File: config.mk
export PLATFORM = sky130hd
export DESIGN_NAME = srr_status_regs
export DESIGN_NICKNAME = d
export VERILOG_FILES = /design/src/logic/srr_pkg.sv /design/src/logic/srr_sync2.sv /design/src/logic/srr_status_regs.sv
export VERILOG_INCLUDE_DIRS = /design/src /design/src/logic
export SDC_FILE = /design/constraint.sdc
export NUM_CORES = 1
export LEC_CHECK = 0
export BUFFER_PORTS_ARGS = -buffer_cell sky130_fd_sc_hd__buf_2
export CAP_MARGIN = 5
export CORE_UTILIZATION = 48
export CTS_CLUSTER_SIZE = 40
export DETAILED_ROUTE_END_ITERATION = 8
export PLACE_DENSITY = 0.75
export SETUP_SLACK_MARGIN = 0.15
export SLEW_MARGIN = 30
export SYNTH_ARGS = -nofsm -noshare
export SYNTH_HDL_FRONTEND = slang
export SYNTH_SLANG_ARGS = --single-unit
File: constraint.sdc
create_clock -name mclk_in -period 3.5 [get_ports mclk_in]
set_input_delay 0.525 -clock mclk_in [delete_from_list [all_inputs] [get_ports mclk_in]]
set_output_delay 0.525 -clock mclk_in [all_outputs]
set_load 0.1 [all_outputs]
File: src/logic/srr_defines.svh
// Constants of the status reporting register block.
// Assumes inclusion by bare name from the package and the design modules.
`ifndef SRR_DEFINES_SVH
`define SRR_DEFINES_SVH

`define SRR_WIDTH        16
`define SRR_MSB          15
`define SRR_NGROUPS      2
`define SRR_ZERO         16'h0000
`define SRR_PTR_PRESET   16'h7fff
`define SRR_NTR_PRESET   16'h0000
`define SRR_EN_PRESET    16'h0000
`define SRR_GRP_OPER     1'b0
`define SRR_GRP_QUES     1'b1

`endif

File: src/logic/srr_pkg.sv
// Types shared by the status reporting register block.
// Assumes the defines header is on the include path.
`include "srr_defines.svh"

package srr_pkg;

  // Kind of decoded remote command
  typedef enum logic [1:0] {
    SRR_OP_READ   = 2'b00,
    SRR_OP_WRITE  = 2'b01,
    SRR_OP_PRESET = 2'b10,
    SRR_OP_NONE   = 2'b11
  } srr_op_t;

  // Register within one group
  typedef enum logic [2:0] {
    SRR_SEL_COND  = 3'b000,
    SRR_SEL_EN    = 3'b001,
    SRR_SEL_EVENT = 3'b010,
    SRR_SEL_NTR   = 3'b011,
    SRR_SEL_PTR   = 3'b100
  } srr_sel_t;

  // One decoded command from the remote command parser
  typedef struct packed {
    srr_op_t                op;
    logic                   group;
    srr_sel_t               sel;
    logic [`SRR_MSB:0]      data;
  } srr_cmd_t;

  // Answer to one command
  typedef struct packed {
    logic                   err;
    logic [`SRR_MSB:0]      data;
  } srr_resp_t;

endpackage

File: src/logic/srr_sync2.sv
// Two-flop synchroniser for a bus of independent level signals.
// Assumes each bit is a slow level; no bus coherence is promised.
`include "srr_defines.svh"
module srr_sync2 #(
  parameter int WIDTH = `SRR_WIDTH
) (
  input  wire logic             mclk_in,    // System clock
  input  wire logic             reset_n_in, // Synchronous reset, active low
  input  wire logic [WIDTH-1:0] async_in,   // Levels from outside the domain
  output logic      [WIDTH-1:0] sync_out    // Levels after two flops
);

  logic [WIDTH-1:0] meta_r;

  // First flop feeds only the second
  always_ff @(posedge mclk_in) begin
    if (!reset_n_in) begin
      meta_r   <= '0;
      sync_out <= '0;
    end else begin
      meta_r   <= async_in;
      sync_out <= meta_r;
    end
  end

endmodule

File: src/logic/srr_status_regs.sv
// Status reporting block: operation and questionable register groups.
// Assumes a command parser on mclk_in hands over one decoded command per
// valid cycle, and condition levels arrive from outside the clock domain.
`include "srr_defines.svh"

// What this block does
// [RULE1] Operation condition readable, read leaves it unchanged
// [RULE2] Questionable condition readable, independent of operation
// [RULE3] Operation enable register written and read back
// [RULE4] Questionable enable register written and read back
// [RULE5] Operation event read returns value, then clears
// [RULE6] Questionable event read returns value, then clears
// [RULE7] Operation falling filter written and read back
// [RULE8] Questionable falling filter written and read back
// [RULE9] Rising filters of both groups written and read
// [RULE10] Preset loads both rising filters with 7fff
// [RULE11] Preset clears falling filters and enables
// [RULE12] Filtered condition edges set sticky event bits
// [RULE13] Summary is OR of enabled event bits
module srr_status_regs
  import srr_pkg::*;
(
  input  wire logic                  mclk_in,        // System clock, 100 MHz
  input  wire logic                  reset_n_in,     // Synchronous reset, active low
  input  wire logic                  cmd_valid_in,   // Command present this cycle
  input  wire srr_cmd_t              cmd_in,         // Decoded remote command
  input  wire logic [`SRR_MSB:0]     oper_cond_in,   // Operation condition levels
  input  wire logic [`SRR_MSB:0]     ques_cond_in,   // Questionable condition levels
  output srr_resp_t                  resp_out,       // Answer to the last command
  output logic                       resp_valid_out, // Answer strobe, one cycle
  output logic                       oper_summary_out, // Operation group summary
  output logic                       ques_summary_out  // Questionable group summary
);

  logic [`SRR_MSB:0] cond_in_w [`SRR_NGROUPS];
  logic [`SRR_MSB:0] cond_r    [`SRR_NGROUPS];
  logic [`SRR_MSB:0] prev_r    [`SRR_NGROUPS];
  logic [`SRR_MSB:0] enable_r  [`SRR_NGROUPS];
  logic [`SRR_MSB:0] event_r   [`SRR_NGROUPS];
  logic [`SRR_MSB:0] event_nxt [`SRR_NGROUPS];
  logic [`SRR_MSB:0] ntr_r     [`SRR_NGROUPS];
  logic [`SRR_MSB:0] ptr_r     [`SRR_NGROUPS];
  logic [`SRR_MSB:0] rd_val    [`SRR_NGROUPS];
  logic              summary_r [`SRR_NGROUPS];
  logic              preset_w;

  // True when the command addresses one register of one group
  function automatic logic cmd_hits(input logic valid, input srr_cmd_t cmd, input srr_op_t op,
                                    input logic grp, input srr_sel_t sel);
    cmd_hits = valid && (cmd.op == op) && (cmd.group == grp) && (cmd.sel == sel);
  endfunction

  // Read mux over the registers of one group
  function automatic logic [`SRR_MSB:0] read_sel(input srr_sel_t sel,
                                                 input logic [`SRR_MSB:0] cond,
                                                 input logic [`SRR_MSB:0] en,
                                                 input logic [`SRR_MSB:0] ev,
                                                 input logic [`SRR_MSB:0] ntr,
                                                 input logic [`SRR_MSB:0] ptr);
    unique case (sel)
      SRR_SEL_COND:  read_sel = cond;
      SRR_SEL_EN:    read_sel = en;
      SRR_SEL_EVENT: read_sel = ev;
      SRR_SEL_NTR:   read_sel = ntr;
      SRR_SEL_PTR:   read_sel = ptr;
      default:       read_sel = `SRR_ZERO;
    endcase
  endfunction

  // Writes to read-only targets, unknown selectors on reads and writes, and NONE are refused
  function automatic logic cmd_error(input srr_cmd_t cmd);
    logic bad;
    bad = 1'b0;
    unique case (cmd.op)
      SRR_OP_READ: begin
        bad = (cmd.sel > SRR_SEL_PTR);
      end
      SRR_OP_WRITE: begin
        bad = (cmd.sel == SRR_SEL_COND) || (cmd.sel == SRR_SEL_EVENT) || (cmd.sel > SRR_SEL_PTR);
      end
      SRR_OP_PRESET: begin
        bad = 1'b0;
      end
      SRR_OP_NONE: begin
        bad = 1'b1;
      end
    endcase
    cmd_error = bad;
  endfunction

  assign cond_in_w[0] = oper_cond_in;
  assign cond_in_w[1] = ques_cond_in;
  assign preset_w     = cmd_valid_in && (cmd_in.op == SRR_OP_PRESET);

  genvar g;
  generate
    for (g = 0; g < `SRR_NGROUPS; g++) begin : grp
      localparam logic GRP = 1'(g);
      logic [`SRR_MSB:0] sync_w;
      logic [`SRR_MSB:0] set_w;
      logic              rd_event_w;

      // Conditions come from another domain, so they are synchronised first
      srr_sync2 #(
        .WIDTH      (`SRR_WIDTH)
      ) u_sync (
        .mclk_in    (mclk_in),
        .reset_n_in (reset_n_in),
        .async_in   (cond_in_w[g]),
        .sync_out   (sync_w)
      );

      // Condition register and its previous value for edge detection
      always_ff @(posedge mclk_in) begin
        if (!reset_n_in) begin
          cond_r[g] <= `SRR_ZERO;
          prev_r[g] <= `SRR_ZERO;
        end else begin
          cond_r[g] <= sync_w;    // see [RULE1] see [RULE2]
          prev_r[g] <= cond_r[g];
        end
      end

      // Enable register, written by the host or cleared by preset
      always_ff @(posedge mclk_in) begin
        if (!reset_n_in) begin
          enable_r[g] <= `SRR_EN_PRESET;
        end else if (preset_w) begin
          enable_r[g] <= `SRR_EN_PRESET;    // see [RULE11]
        end else if (cmd_hits(cmd_valid_in, cmd_in, SRR_OP_WRITE, GRP, SRR_SEL_EN)) begin
          enable_r[g] <= cmd_in.data;       // see [RULE3] see [RULE4]
        end
      end

      // Falling-edge filter register
      always_ff @(posedge mclk_in) begin
        if (!reset_n_in) begin
          ntr_r[g] <= `SRR_NTR_PRESET;
        end else if (preset_w) begin
          ntr_r[g] <= `SRR_NTR_PRESET;      // see [RULE11]
        end else if (cmd_hits(cmd_valid_in, cmd_in, SRR_OP_WRITE, GRP, SRR_SEL_NTR)) begin
          ntr_r[g] <= cmd_in.data;          // see [RULE7] see [RULE8]
        end
      end

      // Rising-edge filter register
      always_ff @(posedge mclk_in) begin
        if (!reset_n_in) begin
          ptr_r[g] <= `SRR_PTR_PRESET;
        end else if (preset_w) begin
          ptr_r[g] <= `SRR_PTR_PRESET;      // see [RULE10]
        end else if (cmd_hits(cmd_valid_in, cmd_in, SRR_OP_WRITE, GRP, SRR_SEL_PTR)) begin
          ptr_r[g] <= cmd_in.data;          // see [RULE9]
        end
      end

      // Filtered edges; a condition high at reset release counts as rising
      assign set_w = (cond_r[g] & ~prev_r[g] & ptr_r[g])
                   | (~cond_r[g] & prev_r[g] & ntr_r[g]);    // see [RULE12]
      assign rd_event_w = cmd_hits(cmd_valid_in, cmd_in, SRR_OP_READ, GRP, SRR_SEL_EVENT);

      // Set beats the read-clear so no edge is lost in the clearing cycle
      always_comb begin
        event_nxt[g] = (rd_event_w ? `SRR_ZERO : event_r[g]) | set_w;    // see [RULE5] see [RULE6]
      end

      always_ff @(posedge mclk_in) begin
        if (!reset_n_in) begin
          event_r[g] <= `SRR_ZERO;
        end else begin
          event_r[g] <= event_nxt[g];       // see [RULE12]
        end
      end

      // Summary lags the registers by one cycle, traded for a flop output
      always_ff @(posedge mclk_in) begin
        if (!reset_n_in) begin
          summary_r[g] <= 1'b0;
        end else begin
          summary_r[g] <= |(event_r[g] & enable_r[g]);    // see [RULE13]
        end
      end

      assign rd_val[g] = read_sel(cmd_in.sel, cond_r[g], enable_r[g], event_r[g], ntr_r[g], ptr_r[g]);
    end
  endgenerate

  // One answer per command; event reads return the value before clearing
  always_ff @(posedge mclk_in) begin
    if (!reset_n_in) begin
      resp_valid_out <= 1'b0;
      resp_out       <= '0;
    end else begin
      resp_valid_out <= cmd_valid_in;
      if (cmd_valid_in) begin
        resp_out.err  <= cmd_error(cmd_in);
        if ((cmd_in.op == SRR_OP_READ) && !cmd_error(cmd_in)) begin
          resp_out.data <= (cmd_in.group == `SRR_GRP_QUES) ? rd_val[1] : rd_val[0];    // see [RULE5] see [RULE6]
        end else begin
          resp_out.data <= `SRR_ZERO;
        end
      end
    end
  end

  assign oper_summary_out = summary_r[0];
  assign ques_summary_out = summary_r[1];

endmodule

* After elaboration in Yosys (flattened, before gate mapping)
Memories as Yosys holds them, arrays and structs flattened. Index checks and enable logic that the tools add are counted.
Cells by class: order comparisons 1, equal/unequal tests 7, muxes and demuxes 58, bitwise operators 39, reduce and logical (&&, ||, !) cells 23
Operators by type and width (number):
- $mux 16 | 22
- $and 16x16->16 | 10
- $pmux 16 s5 | 2
- $not 16->16 | 4
- $or 16x16->16 | 4
- $mux 1 | 33
- $reduce_or 16->1 | 2
- $or 1x1->1 | 20
- $logic_and 1x1->1 | 16
- $eq 3x2->1 const B | 2
- $eq 2x2->1 const B | 2
- $pmux 1 s4 | 1
- $eq 3x1->1 const B | 1
- $eq 3x3->1 const B | 1
- $gt 3x3->1 const B | 1
- $logic_not 3->1 | 1
- $eq 2x1->1 const B | 1
- $logic_not 2->1 | 1
- $logic_or 1x1->1 | 2
- $logic_not 1->1 | 1
- $not 1->1 | 1
Word-level totals: register bits after elaboration 82, RAM bits 194, output and inout bits 20, logic and storage cells 142, memories 7
Memories:
- cond_r | words 2, width 16, rd ports 2, clocked after memory_dff 0, wr ports 2, RTL line srr_status_regs.sv:36 | logic [`SRR_MSB:0] cond_r [`SRR_NGROUPS];
- enable_r | words 2, width 16, rd ports 2, clocked after memory_dff 0, wr ports 2, RTL line srr_status_regs.sv:38 | logic [`SRR_MSB:0] enable_r [`SRR_NGROUPS];
- event_r | words 2, width 16, rd ports 2, clocked after memory_dff 0, wr ports 2, RTL line srr_status_regs.sv:39 | logic [`SRR_MSB:0] event_r [`SRR_NGROUPS];
- ntr_r | words 2, width 16, rd ports 2, clocked after memory_dff 0, wr ports 2, RTL line srr_status_regs.sv:41 | logic [`SRR_MSB:0] ntr_r [`SRR_NGROUPS];
- prev_r | words 2, width 16, rd ports 2, clocked after memory_dff 0, wr ports 2, RTL line srr_status_regs.sv:37 | logic [`SRR_MSB:0] prev_r [`SRR_NGROUPS];
- ptr_r | words 2, width 16, rd ports 2, clocked after memory_dff 0, wr ports 2, RTL line srr_status_regs.sv:42 | logic [`SRR_MSB:0] ptr_r [`SRR_NGROUPS];
- 1 more memories

* Longest topological paths before layout
Gate-level depths: netlist of the first run.
word-level depth 9, mapped depth 7, mapped depth without buffers 4

* Modules after synthesis
Synthesis of the first run repeated with hierarchy kept, for this count alone.
Unflattened totals: cells, all modules 980, area total of the unflattened synthesis 10973.0 um^2
By module, submodules not included:
- srr_status_regs | instances 1, cells an instance 846, area an instance 9181.3 um^2
- srr_sync2 | instances 2, cells an instance 67, area an instance 895.9 um^2

* Worst setup path before layout of the first run
OpenSTA, ideal clock, no wires.
path kind input port to flip-flop, start in cmd_in[21] (netlist bit), end mem ptr_r[0][0] (netlist bit) (enable), data arrival time 1.972 ns, required time 3.125 ns, path slack 1.153 ns, cell stages on the path 6, path buffers 2, cell sequence and3b_1 -> and3_1 -> clkbuf_1 -> and2_2 -> clkbuf_4 -> nand2b_1
RTL lines:
- from (decl) | RTL line srr_status_regs.sv:26 | input wire srr_cmd_t cmd_in,
- to (decl) | RTL line srr_status_regs.sv:42

==> results of run 1 <==
-- worst register-to-register path, delay by kind of cell (launching register included) --
| kind | cells | cell delay [ns] |
|---|---|---|
| compound gates | 3 | 0.67 |
| flops | 1 | 0.44 |
| simple gates | 1 | 0.21 |
-- cell type report --
cell class                      instances  area (sq um)
Clock buffer                           45           861
Clock inverter                          9          51.3
Tap cell                              280           350
Multi-Input combinational cell        643          4110
Inverter                                4          15.0
Antenna cell                            1          2.50
Fill cell                            1876          9570
Sequential cell                       276          6490
Timing Repair Buffer                  102           582
-- registers in the layout, indices dropped and copies added, names as in the netlist --
name and flops:
cond_r 32, enable_r 32, event_r 32, grp.u_sync.meta_r 32, grp.u_sync.sync_out 32, ntr_r 32, prev_r 32, ptr_r 32
resp_out 17, summary_r 2, resp_valid_out 1
-- per-layer routing --
layer | vias to the layer above | wire length (um) | global-route usage [%] | share of wire [%]
met5 | - | 8 | 0 | 0.028
met4 | 2 | 1090 | 9.48 | 3.9
met3 | 85 | 2520 | 4.81 | 8.9
met2 | 393 | 12900 | 38.2 | 46
met1 | 3907 | 11700 | 32.3 | 41
li1 | 3655 | - | - | -
-- placed cells by master (no fill, tap or decap), types with 8 or more instances in the layout --
master | synthesis | layout
dfxtp_1 | 180 | 180
and2_1 | 162 | 162
edfxtp_1 | 96 | 96
buf_2 | 20 | 75
nand2_1 | 67 | 67
o21ai_0 | 49 | 49
a21oi_1 | 47 | 47
and3_1 | 42 | 42
nand3b_1 | 42 | 42
nor2_1 | 39 | 39
clkbuf_16 | 0 | 30
a221oi_1 | 26 | 26
mux2i_1 | 26 | 26
buf_4 | 1 | 26
a22oi_1 | 22 | 22
nand2b_1 | 19 | 19
or2_2 | 16 | 16
mux2_2 | 14 | 14
a22o_1 | 9 | 9
clkbuf_1 | 38 | 9
a211oi_1 | 8 | 8
-- worst paths after layout --
check / cells after the start / endpoint / from
min: 2 / grp[0].u_sync.meta_r[10] / oper_cond_in[10]
max reg2reg: 4 / summary_r[0] / enable_r[0][7]
min reg2reg: 1 / cond_r[1][5] / grp[1].u_sync.sync_out[5]
max: 6 / ptr_r[0][4] / cmd_in[21]
-- report_power, final --
group	leakage, nW	switching [W]	internal [W]	total [W]
clock network	0.458	0.00122	0.00169	0.00291
logic	2.01	0.000296	0.000162	0.000458
registers	2.42	0.0000960	0.00346	0.00356
total	4.89	0.00161	0.00532	0.00693
-- metrics by stage --
step / worst slack, ns / total power, W / area [sq um] / hold WS [ns] / util (%)
final: 1.33 / 0.00693 / 12500 / 0.179 / 56.5
after global placement: 0.915 / 0.00406 / 11500 / 0.414 / 52.4
after CTS: 1.40 / 0.00697 / 12400 / 0.165 / 56.5
after detailed placement: 0.858 / 0.00408 / 11500 / 0.417 / 52.4
after floorplan: 1.15 / 0.00388 / 10900 / 0.412 / -
after global routing: 1.27 / 0.00715 / 12500 / 0.173 / 56.5
-- cell families (layout without fill, tap and decap cells) --
logic type,Yosys count,in the layout,synth area share (%)
AND/OR/NAND/NOR,402,402,21.3
AO/OA/AOI/OAI,201,201,12.4
other,0,1,0
multiplexers,40,40,3.83
buffers and inverters,69,160,2.95
flip-flops,276,276,59.5
==> flow_metrics.env, run 1 <==
export IMPL_start_kind="primary input"
export IMPL_clk_pin_slew_ns=0.06
export IMPL_cts_resized=0
export IMPL_cap_violations=0
export IMPL_hold_viol=0
export IMPL_leakage_nw=4.89
export IMPL_cts_root_buffer="clkbuf_16"
export IMPL_cts_buffer_depth=3
export IMPL_rrSetupSlack_ns=2.02
export IMPL_pwr_density_cell_nw_per_um2=556
export IMPL_cts_tree="yes"
export IMPL_final_cells=1360
export IMPL_grt_pass1_wl_um=43100
export IMPL_place_inst=1305
export IMPL_relSlewSlack_pct=47.4
export IMPL_hold_path_class="primary input to flip-flop"
export IMPL_async_reset_ff_share_pct=0
export IMPL_yosysSeqAreaShare_pct=59.5
export IMPL_synth_distinct_cells=49
export IMPL_cpPeakStageDelay_ns=0.59
export IMPL_fin_crit_sh_pct=62.1
export IMPL_crit_path_end_kind="flip-flop"
export IMPL_vdd_drop_max_mv=0.341
export IMPL_drtAntennaViolNets=0
export IMPL_drt_pass1_iterations=7
export IMPL_required_ns=3.72
export IMPL_synth_area_leaders="dfxtp_1, edfxtp_1, and2_1"
export IMPL_core_area_sq_um=22000
export IMPL_grt_pass1_vias=7589
export IMPL_cts_buffers=29
export IMPL_grt_setup_unrepaired="no"
export IMPL_die_y_um=153
export IMPL_yosysWarnings=0
export IMPL_io_buffers=76
export IMPL_grt_ovfl_total=0
export IMPL_die_w_um=153
export IMPL_yosys_area_top_type_share_pct=33.0
export IMPL_grt_antenna_before_repair=1
export IMPL_dp_hpwl_um=19000
export IMPL_syn_nets=1045
export IMPL_io_pin_count=77
export IMPL_worstSetupPathType="primary input to flip-flop"
export IMPL_clock_sinks=276
export IMPL_violations="DRC"
export IMPL_worst_pin_slew_ns=0.788
export IMPL_cts_htree_levels=1
export IMPL_status="finished, violations left"
export IMPL_postSynthCellCount=988
export IMPL_wl_per_cell_um=20.7
export IMPL_worstPathCellList="buf_2, and3b_1, and3_1, and2_2, nand2b_1, buf_4"
export IMPL_yosysMostFrequentCell="dfxtp_1"
export IMPL_start_util_pct=49.5
export IMPL_clk_latency_ns=0.55
export IMPL_vias_per_cell=5.91
export IMPL_syn_area_per_cell_sq_um=11.0
export IMPL_synth_ff_type="dfxtp_1"
export IMPL_gp_congestion=0.913
export IMPL_post_cts_buffers=0
export IMPL_crit_slowest_cell="and3_1"
export IMPL_synth_edff_count=96
export IMPL_synthTopCellsByCount="dfxtp_1, and2_1, edfxtp_1"
export IMPL_drt_iter0_markers=906
export IMPL_finalNetCount=1113
export IMPL_area_growth_pct=14.2
export IMPL_path_delay_family="simple AND/OR/NAND/NOR gates"
export IMPL_timing_fmax_mhz=460
export IMPL_critPathArrivalTime_ns=2.40
export IMPL_drc=14
export IMPL_post_synth_top_area_cell="dfxtp_1"
export IMPL_critPathMaxFanout=20
export IMPL_finalClockSkew_ns=0.0172
export IMPL_row_count=54
export IMPL_critPathBufInv=2
export IMPL_synth_seq_cells=276
export IMPL_tns_ns=0
export IMPL_grt_max_degree=120
export IMPL_syn_area_sq_um=10900
export IMPL_period_minus_slack_ns=2.17
export IMPL_drive_above_1_share_pct=17.1
export IMPL_die_area_sq_um=23300
export IMPL_hold_buffers=0
export IMPL_dr_total_vias=8042
export IMPL_finalWirelength_um=28200
export IMPL_maxSlewViolCount=0
export IMPL_grt_use_total_pct=24.0
export IMPL_setup_viol=0
(Power assumes the default switching activity.)
==> inputs of run 2 (changes only) <==
--- a/config.mk
+++ b/config.mk
@@ -6,12 +6,13 @@
 export SDC_FILE = /design/constraint.sdc
 export NUM_CORES = 1
 export LEC_CHECK = 0
+export ABC_AREA = 1
 export BUFFER_PORTS_ARGS = -buffer_cell sky130_fd_sc_hd__buf_2
 export CAP_MARGIN = 5
 export CORE_UTILIZATION = 48
 export CTS_CLUSTER_SIZE = 40
 export DETAILED_ROUTE_END_ITERATION = 8
-export PLACE_DENSITY = 0.75
+export PLACE_DENSITY = 0.77
 export SETUP_SLACK_MARGIN = 0.15
 export SLEW_MARGIN = 30
 export SYNTH_ARGS = -nofsm -noshare
==> constraint.sdc (replaced) <==
create_clock -name mclk_in -period 1.75 [get_ports mclk_in]
set_input_delay 0.2625 -clock mclk_in [delete_from_list [all_inputs] [get_ports mclk_in]]
set_output_delay 0.2625 -clock mclk_in [all_outputs]
set_load 0.1 [all_outputs]
==> run 2 against run 1 <==
  * The run now ends clean
  * Core utilization rose by 3.4 points
  * First-iteration DRC count fell by 4.2%
  * Clock skew rose by 0.0027 ns
  * Worst hold slack got worse by 0.13 ns
  * Clock-buffer cell count did not move
  * Design area rose by 10%
  * Area after synthesis rose by 3.7%
  * Non-clock buffer count rose by 62
  * Global-route usage rose by 2.1 points
  * Combinational power rose to 2.6 times the previous value
  * Critical path depth fell by 5
  * Total power rose by 110%
  * Critical path type is now flip-flop to primary output
==> flow_metrics.env, run 2 <==
export IMPL_status="completed"
export IMPL_path_delay_family="buffers and inverters"
export IMPL_worst_pin_slew_ns=0.844
export IMPL_async_reset_ff_share_pct=0
export IMPL_critPathMaxFanout=2
export IMPL_fin_util_pct=60.0
export IMPL_die_area_sq_um=24200
export IMPL_syn_area_sq_um=11300
export IMPL_cts_tree="yes"
export IMPL_relSlewSlack_pct=43.7
export IMPL_drt_pass1_iterations=7
export IMPL_rr_startpoint="enable_r[0][5]"
export IMPL_drc=0
export IMPL_fin_ws_ns=0.178
export IMPL_cpPeakStageDelay_ns=0.43
export IMPL_worstPathCellList="buf_2"
export IMPL_leakage_nw=6.56
export IMPL_holdCritStartpoint="reset_n_in"
export IMPL_period_minus_slack_ns=1.57
export IMPL_yosysWarnings=0
export IMPL_maxSlewViolCount=0
export IMPL_clock_sinks=276
export IMPL_finalNetCount=1542
export IMPL_fin_crit_sh_pct=89.8
export IMPL_clk_latency_ns=0.55
export IMPL_synth_area_leaders="dfxtp_1, edfxtp_1, nand2_1"
export IMPL_grt_pass1_vias=9129
export IMPL_post_cts_buffers=0
export IMPL_drt_iter0_markers=868
export IMPL_io_pin_count=77
export IMPL_setup_viol=0
export IMPL_critPathArrivalTime_ns=1.31
export IMPL_io_buffers=76
export IMPL_startpoint="resp_out[4]"
export IMPL_cts_root_buffer="clkbuf_16"
export IMPL_grt_setup_unrepaired="no"
export IMPL_synthTopCellsByCount="nand2_1, inv_1, dfxtp_1"
export IMPL_cap_violations=0
export IMPL_post_synth_top_area_cell="dfxtp_1"
export IMPL_synth_seq_cells=276
export IMPL_drive_above_1_share_pct=16.1
export IMPL_hold_path_class="primary input to flip-flop"
export IMPL_diodes=0
export IMPL_place_inst=1736
export IMPL_required_ns=1.49
export IMPL_mostFrequentLayoutCells="nand2_1, inv_1, dfxtp_1, nand3_1, nor2_1"
export IMPL_gp_congestion=0.946
export IMPL_hold_viol=0
export IMPL_die_w_um=156
export IMPL_crit_path_end_kind="primary output"
export IMPL_core_area_sq_um=22800
export IMPL_grt_use_total_pct=26.1
export IMPL_syn_nets=1418
export IMPL_yosysMostFrequentCell="nand2_1"
export IMPL_synth_distinct_cells=32
export IMPL_dp_slack_ns=-0.122
export IMPL_worstSetupPathType="flip-flop to primary output"
export IMPL_dr_total_vias=9553
export IMPL_finalClockSkew_ns=0.0199
export IMPL_layout_commonest_cell="nand2_1"
export IMPL_pwr_density_cell_nw_per_um2=1070
export IMPL_grt_ovfl_total=0
export IMPL_drtAntennaViolNets=0
export IMPL_vdd_drop_max_mv=0.704
export IMPL_finalWirelength_um=30700
export IMPL_row_count=55
export IMPL_vias_per_cell=5.25
export IMPL_wl_per_cell_um=16.9
export IMPL_yosys_area_top_type_share_pct=31.9
export IMPL_timing_fmax_mhz=636
export IMPL_grt_antenna_before_repair=0
export IMPL_yosysSeqAreaShare_pct=57.3
export IMPL_grt_max_degree=76
export IMPL_final_cells=1820
export IMPL_critPathBufInv=1
export IMPL_grt_pass1_wl_um=48700
export IMPL_die_y_um=156
export IMPL_start_kind="flip-flop"
export IMPL_dp_hpwl_um=20800
export IMPL_synth_edff_count=96
export IMPL_crit_slowest_cell="buf_2"
export IMPL_syn_area_per_cell_sq_um=8.31
export IMPL_cts_htree_levels=1
export IMPL_start_util_pct=49.5
export IMPL_clk_pin_slew_ns=0.07
export IMPL_postSynthCellCount=1361
export IMPL_area_growth_pct=21.2
export IMPL_cts_buffer_depth=3
export IMPL_cts_buffers=28
export IMPL_synth_ff_type="dfxtp_1"
run 2: cell types whose count changed in the layout (fill, tap and decap cells not counted), moves of 26 or more:
cell           change
nand2_1          +313
inv_1            +198
and2_1           -162
nand3_1          +119
nor2_1            +77
nand4_1           +54
and3_1            -42
nand3b_1          -42
dlygate4sd3_1     +32
o21ai_0           -32
a21oi_1           -30
a31oi_1           +29
a221oi_1          -26
mux2i_1           -26
run 2: metrics by stage:
step,total power [W],hold WS (ns),setup TNS [ns],cell area [sq um]
after floorplan,0.00784,0.360,-1.37,11300
after global placement,0.00829,0.395,-4.41,12300
after detailed placement,0.00831,0.395,-9.21,12300
after CTS,0.0148,0.0402,0,13700
after global routing,0.0152,0.0743,0,13700
final,0.0147,0.0479,0,13700
run 2: report_power, final:
| group | leakage, nW | internal [W] | switching, W |
|---|---|---|---|
| Combinational | 3.64 | 0.000370 | 0.000796 |
| Clock | 0.508 | 0.00399 | 0.00247 |
| Sequential | 2.42 | 0.00693 | 0.000162 |
run 2: logic make-up after synthesis:
logic type             Yosys count  synth area share [%]
buffers and inverters          281                  9.98
DFF                            276                  57.3
AOI/OAI and AO/OA               80                  4.31
and+or+nand+nor                724                  28.4
run 2: cell type report:
type | count | area, sq um
fillers | 1972 | 9140
flip-flops and latches | 276 | 6490
multi-input cells | 804 | 3740
repair buffers | 164 | 1270
clock buffers | 45 | 943
inverters | 211 | 792
well taps | 313 | 392
clock inverters | 7 | 86.3
run 2: repair_timing:
action / in CTS / in global routing
gates resized for setup: 0 / 3
hold endpoints to repair: 32 / 0
hold buffers: 32 / 0
endpoints found under the setup margin: 0 / 3
run 2: layer usage:
metal | track usage, % | wire [um] | vias to the layer above
li1 | - | - | 4574
met3 | 4.54 | 3230 | 81
met5 | 0 | 0 | -
met2 | 41.9 | 13800 | 548
met4 | 10.1 | 1030 | 0
met1 | 35.2 | 12600 | 4350
run 2: path summary, 6_finish.rpt:
| path | endpoint | slack, ns | cells after the start |
|---|---|---|---|
| worst max register to register | summary_r[0] | 0.38 | 4 |
| worst min-delay path | resp_valid_out | 0.05 | 3 |
| worst min register to register | grp[0].u_sync.sync_out[9] | 0.41 | 2 |
| worst max-delay path | resp_out[4] | 0.18 | 1 |
